`src/shared/sfie_pkg.sv`:
```
// Constants, opcodes and carrier types for the serial flash instruction front end
package sfie_pkg;

   // Array geometry
   localparam int          ADDR_W        = 19;         // 4 Mbit array, byte addressed
   localparam int          SECTOR_LSB    = 12;         // 4 KByte sector select starts here
   localparam int          BLOCK_LSB     = 16;         // 64 KByte block select starts here
   localparam int          PAGE_BYTES    = 256;        // Page program limit per page
   localparam logic [1:0]  ADDR_LAST_IDX = 2'h2;       // Third of three address bytes
   localparam logic [ADDR_W-1:0] ADDR_TOP = 19'h7FFFF; // Highest byte address

   // Bus cycle lengths in serial clock rising edges, minus one
   localparam logic [2:0]  SINGLE_LAST   = 3'h7;       // Eight periods per byte
   localparam logic [2:0]  DUAL_LAST     = 3'h3;       // Four periods per byte

   // Status byte layout
   localparam int          ST_BUSY_BIT   = 0;
   localparam int          ST_WEL_BIT    = 1;

   // Highest serial clock rates, informative only
   localparam int          READ_MAX_HZ   = 30_000_000;
   localparam int          FAST_MAX_HZ   = 40_000_000;

   // Opcodes
   localparam logic [7:0] READ_CMD          = 8'h03;
   localparam logic [7:0] FAST_READ_CMD     = 8'h0B;
   localparam logic [7:0] DUAL_OUT_CMD      = 8'h3B;
   localparam logic [7:0] DUAL_IO_CMD       = 8'hBB;
   localparam logic [7:0] SECTOR_A_CMD      = 8'h20;
   localparam logic [7:0] SECTOR_B_CMD      = 8'hD7;
   localparam logic [7:0] BLOCK_CMD         = 8'hD8;
   localparam logic [7:0] CHIP_A_CMD        = 8'h60;
   localparam logic [7:0] CHIP_B_CMD        = 8'hC7;
   localparam logic [7:0] PROGRAM_CMD       = 8'h02;
   localparam logic [7:0] STATUS_READ_CMD   = 8'h05;
   localparam logic [7:0] STATUS_WRITE_CMD  = 8'h01;
   localparam logic [7:0] WRITE_ENABLE_CMD  = 8'h06;
   localparam logic [7:0] WRITE_DISABLE_CMD = 8'h04;
   localparam logic [7:0] IDENT_READ_CMD    = 8'hAB;  // Also the sleep exit opcode
   localparam logic [7:0] JEDEC_READ_CMD    = 8'h9F;
   localparam logic [7:0] SLEEP_ENTRY_CMD   = 8'hB9;

   // Protocol states
   typedef enum logic [2:0] {
      ST_IDLE, ST_OPCODE, ST_ADDR, ST_DUMMY, ST_DATA_IN, ST_DATA_OUT, ST_WAIT_END, ST_IGNORE
   } state_t;

   // Source of streamed output bytes
   typedef enum logic [1:0] {SRC_MEM, SRC_STATUS, SRC_IDENT, SRC_JEDEC} out_src_t;

   // Operations finished by the front end
   typedef enum logic [3:0] {
      WOP_NONE, WOP_PROG_BYTE, WOP_PROG_COMMIT, WOP_SECTOR, WOP_BLOCK, WOP_CHIP,
      WOP_STATUS, WOP_WEN, WOP_WDIS, WOP_SLEEP, WOP_WAKE
   } wr_op_t;

   // Write event handed to the array back end
   typedef struct packed {
      logic              valid;
      wr_op_t            op;
      logic [ADDR_W-1:0] addr;
      logic [7:0]        data;
   } wr_evt_t;

endpackage : sfie_pkg

```
`src/hdl/serial_flash_instruction_front_end.sv`:
```
// Serial instruction front end of a 4 Mbit serial flash
// Overview of operation
// - Opcode, address and data move in 8-bit bus cycles of eight clock periods, except the dual cycles below.
// - A new instruction starts only on a falling edge of select.
// - Inputs sampled on rising serial clock, most significant bit first.
// - Select rising inside an unfinished bus cycle abandons the instruction, except in page program data, where only the partial byte is dropped.
// - Read 03H takes three address bytes, no dummy, then streams data.
// - Streaming address increments per byte and wraps from 7FFFFH to zero.
// - Read output continues through addresses until select goes high.
// - Fast read 0BH takes three address bytes and one dummy byte.
// - Dual operation bus cycles last four clock periods, for 3BH and BBH.
// - Sector erase 20H or D7H with address; bits 18 to 12 select.
// - Block erase D8H with address; bits 18 to 16 select the block.
// - Chip erase 60H or C7H stands alone without further cycles.
// - Page program 02H, three address bytes, then 1 to 256 bytes.
// - Status read 05H repeats the status byte until select rises.
// - ABH plus 24 address bits streams the identifier until select rises.
// - ABH alone leaves sleep; trailing address bits mean identifier read.
// - B9H alone enters deep sleep.
// - Address bits above the array width are ignored.
// - Write enable latch clears at reset and after each write instruction executed while not busy.
// - Dual output puts odd bits on the high line, even on low.
`timescale 1ns/1ps
`default_nettype none

module serial_flash_instruction_front_end
   import sfie_pkg::*;
#(
   parameter logic [7:0]  IDENT_CODE = 8'h5A,         // Arbitrary value
   parameter logic [31:0] JEDEC_CODE = 32'hA5C3_3C5A  // Arbitrary value
) (
   input  wire logic              clk_i,                   // System clock, 10 MHz
   input  wire logic              rst_i,                   // Synchronous reset, high
   input  wire logic              sck_i,                   // Serial clock pin
   input  wire logic              cs_n_i,                  // Select pin, low active
   input  wire logic              serial_line_low_i,       // Low line, input side
   output logic                   serial_line_low_o,       // Low line, output value
   output logic                   serial_line_low_oe_n_o,  // Low line, drive when low
   input  wire logic              serial_line_high_i,      // High line, input side
   output logic                   serial_line_high_o,      // High line, output value
   output logic                   serial_line_high_oe_n_o, // High line, drive when low
   output logic [ADDR_W-1:0]      mem_addr_o,              // Array read address
   input  wire logic [7:0]        mem_data_i,              // Array data, one cycle late
   input  wire logic              busy_i,                  // Back end busy flag
   input  wire logic [5:0]        status_i,                // Status bits 7 to 2
   output wr_evt_t                evt_o,                   // Write event pulse
   output logic                   wel_o,                   // Write enable latch
   output logic                   sleep_o                  // Deep sleep state
);

   // Synchronisers and edge history
   logic [2:0]        sck_sync_q;
   logic [2:0]        cs_sync_q;
   logic [1:0]        lo_sync_q;
   logic [1:0]        hi_sync_q;
   // Protocol state
   state_t            state_q;
   logic [2:0]        cnt_q;
   logic [7:0]        sh_q;
   logic [7:0]        opc_q;
   logic [23:0]       addr_q;
   logic [1:0]        hdr_q;
   logic              dummy_q;
   logic              dual_in_q;
   logic              dual_out_q;
   out_src_t          src_q;
   logic [ADDR_W-1:0] mem_addr_q;
   logic [ADDR_W-1:0] prog_addr_q;
   logic              prog_any_q;
   logic [7:0]        wdata_q;
   logic [7:0]        out_q;
   logic [2:0]        ocnt_q;
   logic [1:0]        id_idx_q;
   logic              lo_o_q;
   logic              lo_oe_n_q;
   logic              hi_o_q;
   logic              hi_oe_n_q;
   // Results
   wr_evt_t           evt_q;
   logic              wel_q;
   logic              sleep_q;
   // Combinational
   logic              sck_rise;
   logic              sck_fall;
   logic              cs_fall;
   logic              cs_rise;
   logic              in_done;
   logic [7:0]        in_byte;
   logic [7:0]        cur_byte;
   logic [7:0]        status_byte;
   logic              prog_byte_now;
   logic              allowed;
   wr_op_t            exec_op;

   // Operations that need the write enable latch
   function automatic logic needs_wel(input wr_op_t op);
      needs_wel = (op == WOP_PROG_BYTE) || (op == WOP_PROG_COMMIT) || (op == WOP_SECTOR) ||
                  (op == WOP_BLOCK) || (op == WOP_CHIP) || (op == WOP_STATUS);
   endfunction : needs_wel

   // Address carried with a finished operation
   function automatic logic [ADDR_W-1:0] evt_addr(input wr_op_t op, input logic [23:0] a);
      case (op)
         WOP_SECTOR:      evt_addr = {a[ADDR_W-1:SECTOR_LSB], 12'h000};
         WOP_BLOCK:       evt_addr = {a[ADDR_W-1:BLOCK_LSB], 16'h0000};
         WOP_PROG_COMMIT: evt_addr = a[ADDR_W-1:0];
         default:         evt_addr = '0;
      endcase
   endfunction : evt_addr

   // Two-stage sync of every pin, third stage only for edges
   always_ff @(posedge clk_i) begin
      if (rst_i) begin
         sck_sync_q <= 3'h0;
         cs_sync_q  <= 3'h7;
         lo_sync_q  <= 2'h0;
         hi_sync_q  <= 2'h0;
      end else begin
         sck_sync_q <= {sck_sync_q[1:0], sck_i};
         cs_sync_q  <= {cs_sync_q[1:0], cs_n_i};
         lo_sync_q  <= {lo_sync_q[0], serial_line_low_i};
         hi_sync_q  <= {hi_sync_q[0], serial_line_high_i};
      end
   end

   // Edges and incoming byte assembly
   assign sck_rise = sck_sync_q[1] & ~sck_sync_q[2];
   assign sck_fall = ~sck_sync_q[1] & sck_sync_q[2];
   assign cs_fall  = ~cs_sync_q[1] & cs_sync_q[2];
   assign cs_rise  = cs_sync_q[1] & ~cs_sync_q[2];
   assign in_done  = sck_rise && (cnt_q == (dual_in_q ? DUAL_LAST : SINGLE_LAST));
   assign in_byte  = dual_in_q ? {sh_q[5:0], hi_sync_q[1], lo_sync_q[1]}
                               : {sh_q[6:0], lo_sync_q[1]};
   assign allowed  = wel_q && !busy_i;
   assign prog_byte_now = in_done && !cs_sync_q[1] && state_q == ST_DATA_IN &&
                          opc_q == PROGRAM_CMD;

   // Status byte with live busy and latch bits
   always_comb begin
      status_byte              = {status_i, 2'b00};
      status_byte[ST_BUSY_BIT] = busy_i;
      status_byte[ST_WEL_BIT]  = wel_q;
   end

   // Next byte to stream out
   always_comb begin
      case (src_q)
         SRC_STATUS: cur_byte = status_byte;
         SRC_IDENT:  cur_byte = IDENT_CODE;
         SRC_JEDEC: begin
            case (id_idx_q)
               2'h0:    cur_byte = JEDEC_CODE[31:24];
               2'h1:    cur_byte = JEDEC_CODE[23:16];
               2'h2:    cur_byte = JEDEC_CODE[15:8];
               default: cur_byte = JEDEC_CODE[7:0];
            endcase
         end
         default:    cur_byte = mem_data_i;
      endcase
   end

   // Instruction sequencer, shifter and output pins
   always_ff @(posedge clk_i) begin
      if (rst_i || cs_sync_q[1]) begin
         state_q    <= ST_IDLE;
         cnt_q      <= 3'h0;
         hdr_q      <= 2'h0;
         dummy_q    <= 1'b0;
         dual_in_q  <= 1'b0;
         dual_out_q <= 1'b0;
         prog_any_q <= 1'b0;
         ocnt_q     <= 3'h0;
         id_idx_q   <= 2'h0;
         lo_oe_n_q  <= 1'b1;
         hi_oe_n_q  <= 1'b1;
         if (rst_i) begin
            sh_q        <= 8'h00;
            opc_q       <= 8'h00;
            addr_q      <= 24'h000000;
            src_q       <= SRC_MEM;
            mem_addr_q  <= '0;
            prog_addr_q <= '0;
            wdata_q     <= 8'h00;
            out_q       <= 8'h00;
            lo_o_q      <= 1'b0;
            hi_o_q      <= 1'b0;
         end
      end else if (state_q == ST_IDLE) begin
         if (cs_fall) begin
            state_q <= ST_OPCODE;
         end
      end else if (sck_rise && state_q == ST_WAIT_END) begin
         state_q <= ST_IGNORE;
      end else if (sck_rise && state_q != ST_DATA_OUT && state_q != ST_IGNORE) begin
         sh_q  <= in_byte;
         cnt_q <= in_done ? 3'h0 : cnt_q + 3'h1;
         if (in_done) begin
            case (state_q)
               ST_OPCODE: begin
                  opc_q <= in_byte;
                  src_q <= SRC_MEM;
                  if (sleep_q && in_byte != IDENT_READ_CMD) begin
                     state_q <= ST_IGNORE;
                  end else begin
                     case (in_byte)
                        READ_CMD, SECTOR_A_CMD, SECTOR_B_CMD, BLOCK_CMD, PROGRAM_CMD: begin
                           state_q <= ST_ADDR;
                        end
                        FAST_READ_CMD: begin
                           state_q <= ST_ADDR;
                           dummy_q <= 1'b1;
                        end
                        DUAL_OUT_CMD: begin
                           state_q    <= ST_ADDR;
                           dummy_q    <= 1'b1;
                           dual_out_q <= 1'b1;
                        end
                        DUAL_IO_CMD: begin
                           state_q    <= ST_ADDR;
                           dummy_q    <= 1'b1;
                           dual_out_q <= 1'b1;
                           dual_in_q  <= 1'b1;
                        end
                        IDENT_READ_CMD: begin
                           state_q <= ST_ADDR;
                           src_q   <= SRC_IDENT;
                        end
                        CHIP_A_CMD, CHIP_B_CMD, WRITE_ENABLE_CMD, WRITE_DISABLE_CMD,
                        SLEEP_ENTRY_CMD: begin
                           state_q <= ST_WAIT_END;
                        end
                        STATUS_READ_CMD: begin
                           state_q <= ST_DATA_OUT;
                           src_q   <= SRC_STATUS;
                        end
                        STATUS_WRITE_CMD: begin
                           state_q <= ST_DATA_IN;
                        end
                        JEDEC_READ_CMD: begin
                           state_q <= ST_DATA_OUT;
                           src_q   <= SRC_JEDEC;
                        end
                        default: begin
                           state_q <= ST_IGNORE;
                        end
                     endcase
                  end
               end
               ST_ADDR: begin
                  addr_q <= {addr_q[15:0], in_byte};
                  hdr_q  <= hdr_q + 2'h1;
                  if (hdr_q == ADDR_LAST_IDX) begin
                     mem_addr_q  <= {addr_q[10:0], in_byte};
                     prog_addr_q <= {addr_q[10:0], in_byte};
                     case (opc_q)
                        SECTOR_A_CMD, SECTOR_B_CMD, BLOCK_CMD: state_q <= ST_WAIT_END;
                        PROGRAM_CMD:    state_q <= ST_DATA_IN;
                        IDENT_READ_CMD: state_q <= ST_DATA_OUT;
                        default:        state_q <= dummy_q ? ST_DUMMY : ST_DATA_OUT;
                     endcase
                  end
               end
               ST_DUMMY: begin
                  state_q   <= ST_DATA_OUT;
                  dual_in_q <= 1'b0;
               end
               ST_DATA_IN: begin
                  if (opc_q == STATUS_WRITE_CMD) begin
                     wdata_q <= in_byte;
                     state_q <= ST_WAIT_END;
                  end else begin
                     prog_addr_q[7:0] <= prog_addr_q[7:0] + 8'h01;  // Wraps inside the page
                     prog_any_q       <= 1'b1;
                  end
               end
               default: begin
                  state_q <= ST_IGNORE;
               end
            endcase
         end
      end else if (sck_fall && state_q == ST_DATA_OUT) begin
         if (ocnt_q == 3'h0) begin
            hi_o_q     <= cur_byte[7];
            hi_oe_n_q  <= 1'b0;
            lo_o_q     <= dual_out_q ? cur_byte[6] : lo_o_q;
            lo_oe_n_q  <= ~dual_out_q;
            out_q      <= dual_out_q ? {cur_byte[5:0], 2'b00} : {cur_byte[6:0], 1'b0};
            ocnt_q     <= dual_out_q ? DUAL_LAST : SINGLE_LAST;
            mem_addr_q <= mem_addr_q + 19'h00001;
            id_idx_q   <= id_idx_q + 2'h1;
         end else begin
            hi_o_q <= out_q[7];
            lo_o_q <= dual_out_q ? out_q[6] : lo_o_q;
            out_q  <= dual_out_q ? {out_q[5:0], 2'b00} : {out_q[6:0], 1'b0};
            ocnt_q <= ocnt_q - 3'h1;
         end
      end
   end

   // Operation finished by a select rise on a whole bus cycle, or anywhere in page program data
   always_comb begin
      exec_op = WOP_NONE;
      if (cs_rise) begin
         case (state_q)
            ST_WAIT_END: begin
               case (opc_q)
                  SECTOR_A_CMD, SECTOR_B_CMD: exec_op = WOP_SECTOR;
                  BLOCK_CMD:                  exec_op = WOP_BLOCK;
                  CHIP_A_CMD, CHIP_B_CMD:     exec_op = WOP_CHIP;
                  STATUS_WRITE_CMD:           exec_op = WOP_STATUS;
                  WRITE_ENABLE_CMD:           exec_op = WOP_WEN;
                  WRITE_DISABLE_CMD:          exec_op = WOP_WDIS;
                  SLEEP_ENTRY_CMD:            exec_op = WOP_SLEEP;
                  default:                    exec_op = WOP_NONE;
               endcase
            end
            ST_DATA_IN: begin
               if (opc_q == PROGRAM_CMD && prog_any_q) begin
                  exec_op = WOP_PROG_COMMIT;  // Partial byte dropped
               end
            end
            ST_ADDR: begin
               if (opc_q == IDENT_READ_CMD && hdr_q == 2'h0 && cnt_q == 3'h0) begin
                  exec_op = WOP_WAKE;
               end
            end
            default: exec_op = WOP_NONE;
         endcase
      end
   end

   // Write events toward the array back end
   always_ff @(posedge clk_i) begin
      if (rst_i) begin
         evt_q <= '0;
      end else if (prog_byte_now && allowed) begin
         evt_q <= {1'b1, WOP_PROG_BYTE, prog_addr_q, in_byte};
      end else if (needs_wel(exec_op) && allowed) begin
         evt_q <= {1'b1, exec_op, evt_addr(exec_op, addr_q), wdata_q};
      end else begin
         evt_q <= '0;
      end
   end

   // Write enable latch
   always_ff @(posedge clk_i) begin
      if (rst_i) begin
         wel_q <= 1'b0;
      end else if (exec_op == WOP_WEN) begin
         wel_q <= 1'b1;
      end else if (exec_op == WOP_WDIS || (needs_wel(exec_op) && allowed)) begin
         wel_q <= 1'b0;
      end
   end

   // Deep sleep state
   always_ff @(posedge clk_i) begin
      if (rst_i) begin
         sleep_q <= 1'b0;
      end else if (exec_op == WOP_SLEEP) begin
         sleep_q <= 1'b1;
      end else if (exec_op == WOP_WAKE) begin
         sleep_q <= 1'b0;
      end
   end

   // Outputs straight from flops
   assign serial_line_low_o       = lo_o_q;
   assign serial_line_low_oe_n_o  = lo_oe_n_q;
   assign serial_line_high_o      = hi_o_q;
   assign serial_line_high_oe_n_o = hi_oe_n_q;
   assign mem_addr_o              = mem_addr_q;
   assign evt_o                   = evt_q;
   assign wel_o                   = wel_q;
   assign sleep_o                 = sleep_q;
endmodule : serial_flash_instruction_front_end

`default_nettype wire

```
`config.mk`:
```
export PLATFORM = sky130hd
export DESIGN_NAME = serial_flash_instruction_front_end
export DESIGN_NICKNAME = d
export VERILOG_FILES = /design/src/shared/sfie_pkg.sv /design/src/hdl/serial_flash_instruction_front_end.sv
export SDC_FILE = /design/constraint.sdc
export NUM_CORES = 1
export LEC_CHECK = 0
export BUFFER_PORTS_ARGS = -buffer_cell sky130_fd_sc_hd__buf_4
export CAP_MARGIN = 40
export CORE_UTILIZATION = 35
export CTS_CLUSTER_SIZE = 20
export DETAILED_ROUTE_END_ITERATION = 10
export PLACE_DENSITY = 0.51
export SLEW_MARGIN = 20
export SYNTH_ARGS = -nofsm -noshare
export SYNTH_HDL_FRONTEND = slang
export SYNTH_SLANG_ARGS = --single-unit
```
`constraint.sdc`:
```
create_clock -name clk_i -period 5.5 [get_ports clk_i]
set_clock_uncertainty 0.05 [all_clocks]
set_input_delay 0.275 -clock clk_i [delete_from_list [all_inputs] [get_ports clk_i]]
set_output_delay 0.275 -clock clk_i [all_outputs]
set_load 0.05 [all_outputs]
```
==> results.py, run 1 <==
metrics = {
    "outcome": {
        "outcome": "complete, no violations",
    },
    "global_routing": {
        "grt_pass1_vias": 5621,
        "grt_max_degree": 42,
        "grt_pass1_wl_um": 30800,
        "groute.usage.overall_pct": 18.6,
        "grt.overflow.total": 0,
        "antenna_found_initial": 0,
    },
    "logic_synthesis": {
        "yosys_warnings": 0,
        "synth_cell_types": 80,
        "synth_area_sq_mm": 0.00743,
        "synth_area_per_cell_sq_um": 10.7,
        "syn-num-nets": 725,
        "async_reset_ff_share_pct": 0,
        "ys_ff_latch": 154,
        "synth_edf_count": 91,
        "synth-seq-area-share_pct": 53.7,
        "ys.flop_type": "edfxtp_1",
        "netlist_instances": 692,
    },
    "placed_design": {
        "numPortBuffers": 77,
        "dp_cells": 1013,
        "dp_hpwl_um": 14000,
        "place_ws_ps": 2290,
        "place.gp.congestion": 0.854,
    },
    "sta": {
        "max_freq_mhz": 331,
        "fin_tns_setup_ps": 0,
        "setup_violations": 0,
        "finalHoldViolCount": 0,
        "grt_setup_unrepaired": "no",
        "min_period_over_period_pct": 55.0,
        "worst_pin_slew_ps": 805,
        "worst_slack_ps": 2480,
        "slew_headroom_pct": 46.3,
        "slew_violations": 0,
        "whs_ps": 10.5,
        "period_needed_ps": 3020,
    },
    "layout": {
        "num-fill-cells": 1968,
        "final_cells": 1049,
        "final_net_count": 799,
        "antennaDiodeCount": 0,
        "area_growth_pct": 19.3,
        "drive_above_1_share_pct": 20.3,
        "final_util_pct": 43.3,
    },
    "clock_tree": {
        "numClockSinks": 154,
        "clock_latency_ps": 430,
        "cts_tree": "built",
        "ctsRootBufferMaster": "clkbuf_16",
        "clkTransAtPathRegs_ps": 70,
        "cts_buffers": 17,
        "cts.path.max_buffers": 2,
        "cts_htree_levels": 4,
        "post-cts-setup-buffers": 0,
    },
    "worst_setup_path": {
        "critPathLaunchType": "flip-flop",
        "criticalPathCategory": "flip-flop to flip-flop",
        "reg2regPathDepth": 5,
        "cp_max_fo": 21,
        "worst_ep_required_time_ps": 5510,
        "worstPathArrival_ps": 3040,
        "end_kind": "flip-flop",
    },
    "die": {
        "die_w_um": 148,
        "io-pin-count": 78,
        "initial_core_util_pct": 36.3,
        "core_sq_mm": 0.0205,
        "dieHeight_um": 148,
        "rows": 52,
        "die_area_sq_mm": 0.0218,
    },
    "pwr": {
        "ir_worst_vdd_mv": 0.196,
        "power_density_mw_per_mm2": 293,
        "p_leak_nw": 3.22,
    },
    "worst_hold_path": {
        "min_path_type": "input pin to flip-flop",
        "whs_path_depth": 2,
    },
    "route": {
        "drtIter0Drc": 326,
        "num_vias": 5531,
        "post-route-drc-count": 0,
        "dr.pass1.iters": 4,
        "ant_nets": 0,
        "drt-total-wl_um": 19200,
        "vias_per_cell": 5.27,
        "wl_per_cell_um": 18.3,
    },
    "run": {
        "cap_violations": 0,
    },
}
-- worst max-delay path, cell delays in order, from the launching register on --
cell	delay, ps
dfxtp_1	830
xor2_1	240
nand2_1	150
nor3_1	510
nand2_1	240
a31oi_4	630
-- report_power, final --
| part | internal [W] | switching (W) |
|---|---|---|
| clock | 0.000634 | 0.000505 |
| combinational | 0.0000573 | 0.000103 |
| sequential | 0.00126 | 0.0000372 |
| total | 0.00195 | 0.000645 |
-- layout make-up --
type	count	area (sq um)	area share, %
Inverter	15	56.3	0.635
Sequential cell	154	3990	45.0
Clock inverter	14	136	1.54
Clock buffer	18	429	4.84
Timing Repair Buffer	90	691	7.79
Multi-Input combinational cell	488	3220	36.4
Tap cell	270	338	3.81
-- Yosys cell counts (3+ instances only) --
master	count	area share, %
o21a_1	5	0.51
o21bai_1	3	0.30
nand2_1	50	2.5
nor3_1	13	0.88
mux2_2	8	1.2
o22ai_1	6	0.51
nor2b_1	14	1.2
nand4b_1	3	0.35
buf_2	3	0.20
nand2b_1	8	0.67
a21oi_1	25	1.7
inv_1	14	0.71
a31oi_1	3	0.25
or3_1	6	0.51
nor3b_1	3	0.30
a211oi_1	26	2.6
nor2_1	82	4.1
nand3_1	27	1.8
mux2i_1	12	1.6
o32a_1	3	0.40
clkbuf_1	25	1.3
and2_1	21	1.8
and3_1	8	0.67
o21ai_0	27	1.8
or2_2	7	0.59
o211ai_1	5	0.51
ha_1	12	2.0
and4b_1	3	0.40
xor2_1	14	1.6
o2bb2ai_1	4	0.47
a311oi_1	6	0.71
dfxtp_1	63	17
a22o_1	23	2.7
edfxtp_1	91	37
xnor2_1	9	1.1
-- through the flow --
stage	power, W	cell area [sq um]
2_1_floorplan	0.00141	7430
3_3_place_gp	0.00148	8220
3_5_place_dp	0.00148	8270
4_1_cts	0.00261	8850
5_1_grt	0.00268	8870
6_report	0.00260	8870
-- per-layer routing --
layer | vias to the layer above | global-route usage, % | part of all wire, %
li1 | 2716 | - | -
met1 | 2668 | 25.4 | 48
met2 | 128 | 29.4 | 46
met3 | 19 | 4.35 | 4.3
met4 | 0 | 5.10 | 1.1
met5 | - | 0 | 0
-- cell families after synthesis --
family | count (synthesis) | synth area share [%]
DFF | 154 | 53.7
adders and majority gates | 12 | 2.02
and+or+nand+nor | 270 | 19.1
buffers and inverters | 50 | 3.10
muxes | 20 | 2.83
xor gates and xnor gates | 23 | 2.71
other | 1 | 0.0504
AOI/OAI and AO/OA | 162 | 16.5
-- final timing paths --
path / from / end / slack, ps
setup / recovery: dual_in_q / mem_addr_o[9] / 2480
hold / removal: serial_line_high_i / hi_sync_q[0] / 10
setup reg to reg: dual_in_q / mem_addr_o[9] / 2480
hold reg to reg: cs_sync_q[0] / cs_sync_q[1] / 360
-- state kept, by name, indices dropped and copies added, names as in the netlist, 7 cells and up --
register,flops
evt_o,32
out_q,7
opc_q,8
sh_q,7
wdata_q,8
addr_q,19
prog_addr_q,19
mem_addr_o,19
-- what timing repair did --
item | CTS | global route
setup endpoints to repair | 0 | 0
hold buffers | 1 | 0
resized for setup | 0 | 0
hold endpoints to repair | 1 | 0
-- cells in the final DEF, fill, tap and decap left out, types with 4 or more instances in the layout --
cell type	netlist	layout
nand2b_1	8	8
and3_1	8	8
nor3_1	13	13
o22ai_1	6	6
or3_1	6	6
clkbuf_16	0	17
o2bb2ai_1	4	4
a211oi_1	26	26
edfxtp_1	91	91
xnor2_1	9	9
or2_2	7	7
a21oi_1	25	25
inv_1	14	14
inv_6	0	4
a22o_1	23	23
nand3_1	27	27
o21ai_0	27	27
o211ai_1	5	5
mux2i_1	12	12
nor2b_1	14	14
ha_1	12	12
and2_1	21	21
a311oi_1	6	6
buf_4	1	85
nor2_1	82	82
dfxtp_1	63	63
mux2_2	8	8
nand2_1	50	50
o21a_1	5	5
xor2_1	14	14
No activity file was read; power rests on OpenSTA's default activity.
==> inputs of run 2 (changes only) <==
==> constraint.sdc (replaced) <==
create_clock -name clk_i -period 2.95 [get_ports clk_i]
set_clock_uncertainty 0.05 [all_clocks]
set_input_delay 0.1475 -clock clk_i [delete_from_list [all_inputs] [get_ports clk_i]]
set_output_delay 0.1475 -clock clk_i [all_outputs]
set_load 0.05 [all_outputs]
==> run 2 against run 1 <==
Against the previous run: utilization rose by 1.3 points; critical path depth rose by 2; total power rose by 91%; worst setup slack got worse by 2300 ps; highest routed layer unchanged.
==> results.py, run 2 (same netlist as run 1, synthesis figures left out) <==
metrics = {
    "worst_hold_path": {
        "whs_path_depth": 3,
        "min_path_type": "input pin to flip-flop",
    },
    "die": {
        "rows": 52,
        "core_sq_mm": 0.0205,
        "initial_core_util_pct": 36.3,
        "io-pin-count": 78,
        "dieHeight_um": 148,
        "die_area_sq_mm": 0.0218,
        "die_w_um": 148,
    },
    "layout": {
        "largest_reg_flops": 32,
        "final_cell_mix": "buf_4, edfxtp_1, nor2_1",
        "drive_above_1_share_pct": 22.6,
        "final_net_count": 827,
        "antennaDiodeCount": 0,
        "final_common_cell": "buf_4",
        "area_growth_pct": 22.9,
        "final_cells": 1077,
    },
    "route": {
        "wl_per_cell_um": 17.8,
        "vias_per_cell": 5.28,
        "dr.pass1.iters": 5,
        "drtIter0Drc": 320,
        "ant_nets": 0,
        "num_vias": 5685,
        "post-route-drc-count": 0,
        "drt-total-wl_um": 19200,
    },
    "clock_tree": {
        "cts_tree": "built",
        "clkTransAtPathRegs_ps": 60,
        "cts_buffers": 17,
        "clock_latency_ps": 430,
        "ctsRootBufferMaster": "clkbuf_16",
        "post-cts-setup-buffers": 0,
        "cts.path.max_buffers": 2,
        "numClockSinks": 154,
        "cts_htree_levels": 4,
    },
    "sta": {
        "finalHoldViolCount": 0,
        "slew_violations": 0,
        "worst_pin_slew_ps": 626,
        "slew_headroom_pct": 58.2,
        "grt_setup_unrepaired": "no",
        "max_freq_mhz": 366,
        "min_period_over_period_pct": 92.6,
        "period_needed_ps": 2730,
        "fin_tns_setup_ps": 0,
        "setup_violations": 0,
        "worst_slack_ps": 217,
        "whs_ps": 47.5,
    },
    "global_routing": {
        "antenna_found_initial": 0,
        "grt_pass1_wl_um": 30600,
        "grt_pass1_vias": 5683,
        "grt_max_degree": 30,
        "groute.usage.overall_pct": 18.3,
        "grt.overflow.total": 0,
    },
    "pwr": {
        "power_density_mw_per_mm2": 544,
        "finalPower_w": 0.00497,
        "p_leak_nw": 3.37,
        "ir_worst_vdd_mv": 0.341,
    },
    "worst_setup_path": {
        "worst_ep_required_time_ps": 3270,
        "end_kind": "flip-flop",
        "criticalPathCategory": "flip-flop to flip-flop",
        "timing.rr.end": "evt_o[12]",
        "startpoint": "opc_q[0]",
        "r2r_slack_ps": 220,
        "crit_slowest_cell": "edfxtp_1",
        "endpoint": "evt_o[12]",
        "r2r_start": "opc_q[0]",
        "critPathLaunchType": "flip-flop",
        "slowest_delay_ps": 520,
        "reg2regPathDepth": 7,
        "worstPathArrival_ps": 3050,
        "cp_max_fo": 12,
        "crit_chain": "or3_1, a2111o_1, nand2_1, o21a_1, o211ai_4, nor3_4, a22o_1",
    },
    "placed_design": {
        "place.gp.congestion": 0.875,
        "dp_hpwl_um": 13900,
        "numPortBuffers": 77,
        "place_ws_ps": 197,
        "dp_cells": 1037,
    },
    "outcome": {
        "outcome": "complete, no violations",
    },
    "run": {
        "cap_violations": 0,
    },
}
==> run 2: changes by cell type in the layout (fill, tap and decap cells not counted), sizes merged <==
| cell | before | now |
|---|---|---|
| clkinv | 5 | 3 |
| buf | 88 | 110 |
| dlygate4sd3 | 1 | 8 |
| clkinvlp | 1 | 2 |
==> run 2: power by group <==
group	switching [W]	total, W	internal (W)
sequential	0.0000670	0.00242	0.00235
clock	0.000965	0.00224	0.00127
combinational	0.000196	0.000316	0.000120
==> run 2: worst min-delay path by stage <==
stage	startpoint	slack, ps	to
global route	busy_i	50	wel_o
CTS	busy_i	30	wel_o
detailed placement	cs_n_i	290	cs_sync_q[0]
global placement	cs_n_i	290	cs_sync_q[0]
finish	busy_i	50	wel_o
floorplan	rst_i	170	sck_sync_q[2]
==> run 2: worst max-delay path: cells and delay by family, from the launching register on <==
family | cells | cell delay (ps)
AO/OA/AOI/OAI | 4 | 1100
flip-flops | 1 | 520
AND/OR/NAND/NOR | 3 | 1020
==> run 2: final cells by class <==
class                           instances  area [sq um]
Inverter                               15          56.3
Tap cell                              270           338
Timing Repair Buffer                  118           918
Fill cell                            1938         11400
Clock buffer                           19           464
Clock inverter                         13           146
Sequential cell                       154          3990
Multi-Input combinational cell        488          3220
==> run 2: per-layer routing <==
| layer | routed length (um) | track usage, % |
|---|---|---|
| met4 | 525 | 8.35 |
| met1 | 9230 | 25.1 |
| met3 | 753 | 3.12 |
| met5 | 0 | 0 |
| met2 | 8700 | 28.4 |
==> run 2: through the flow <==
| stage | utilization, % | area (sq um) |
|---|---|---|
| after floorplan | - | 7440 |
| after global placement | 41.2 | 8440 |
| after detailed placement | 41.2 | 8440 |
| after CTS | 44.6 | 9130 |
| after global routing | 44.6 | 9140 |
| final | 44.6 | 9140 |
==> run 2: what timing repair did <==
item                                    in CTS  in global routing
endpoints found under the hold margin       10                  0
gates resized for setup                      0                  1
hold buffers                                 8                  0
endpoints found under the setup margin       0                 12
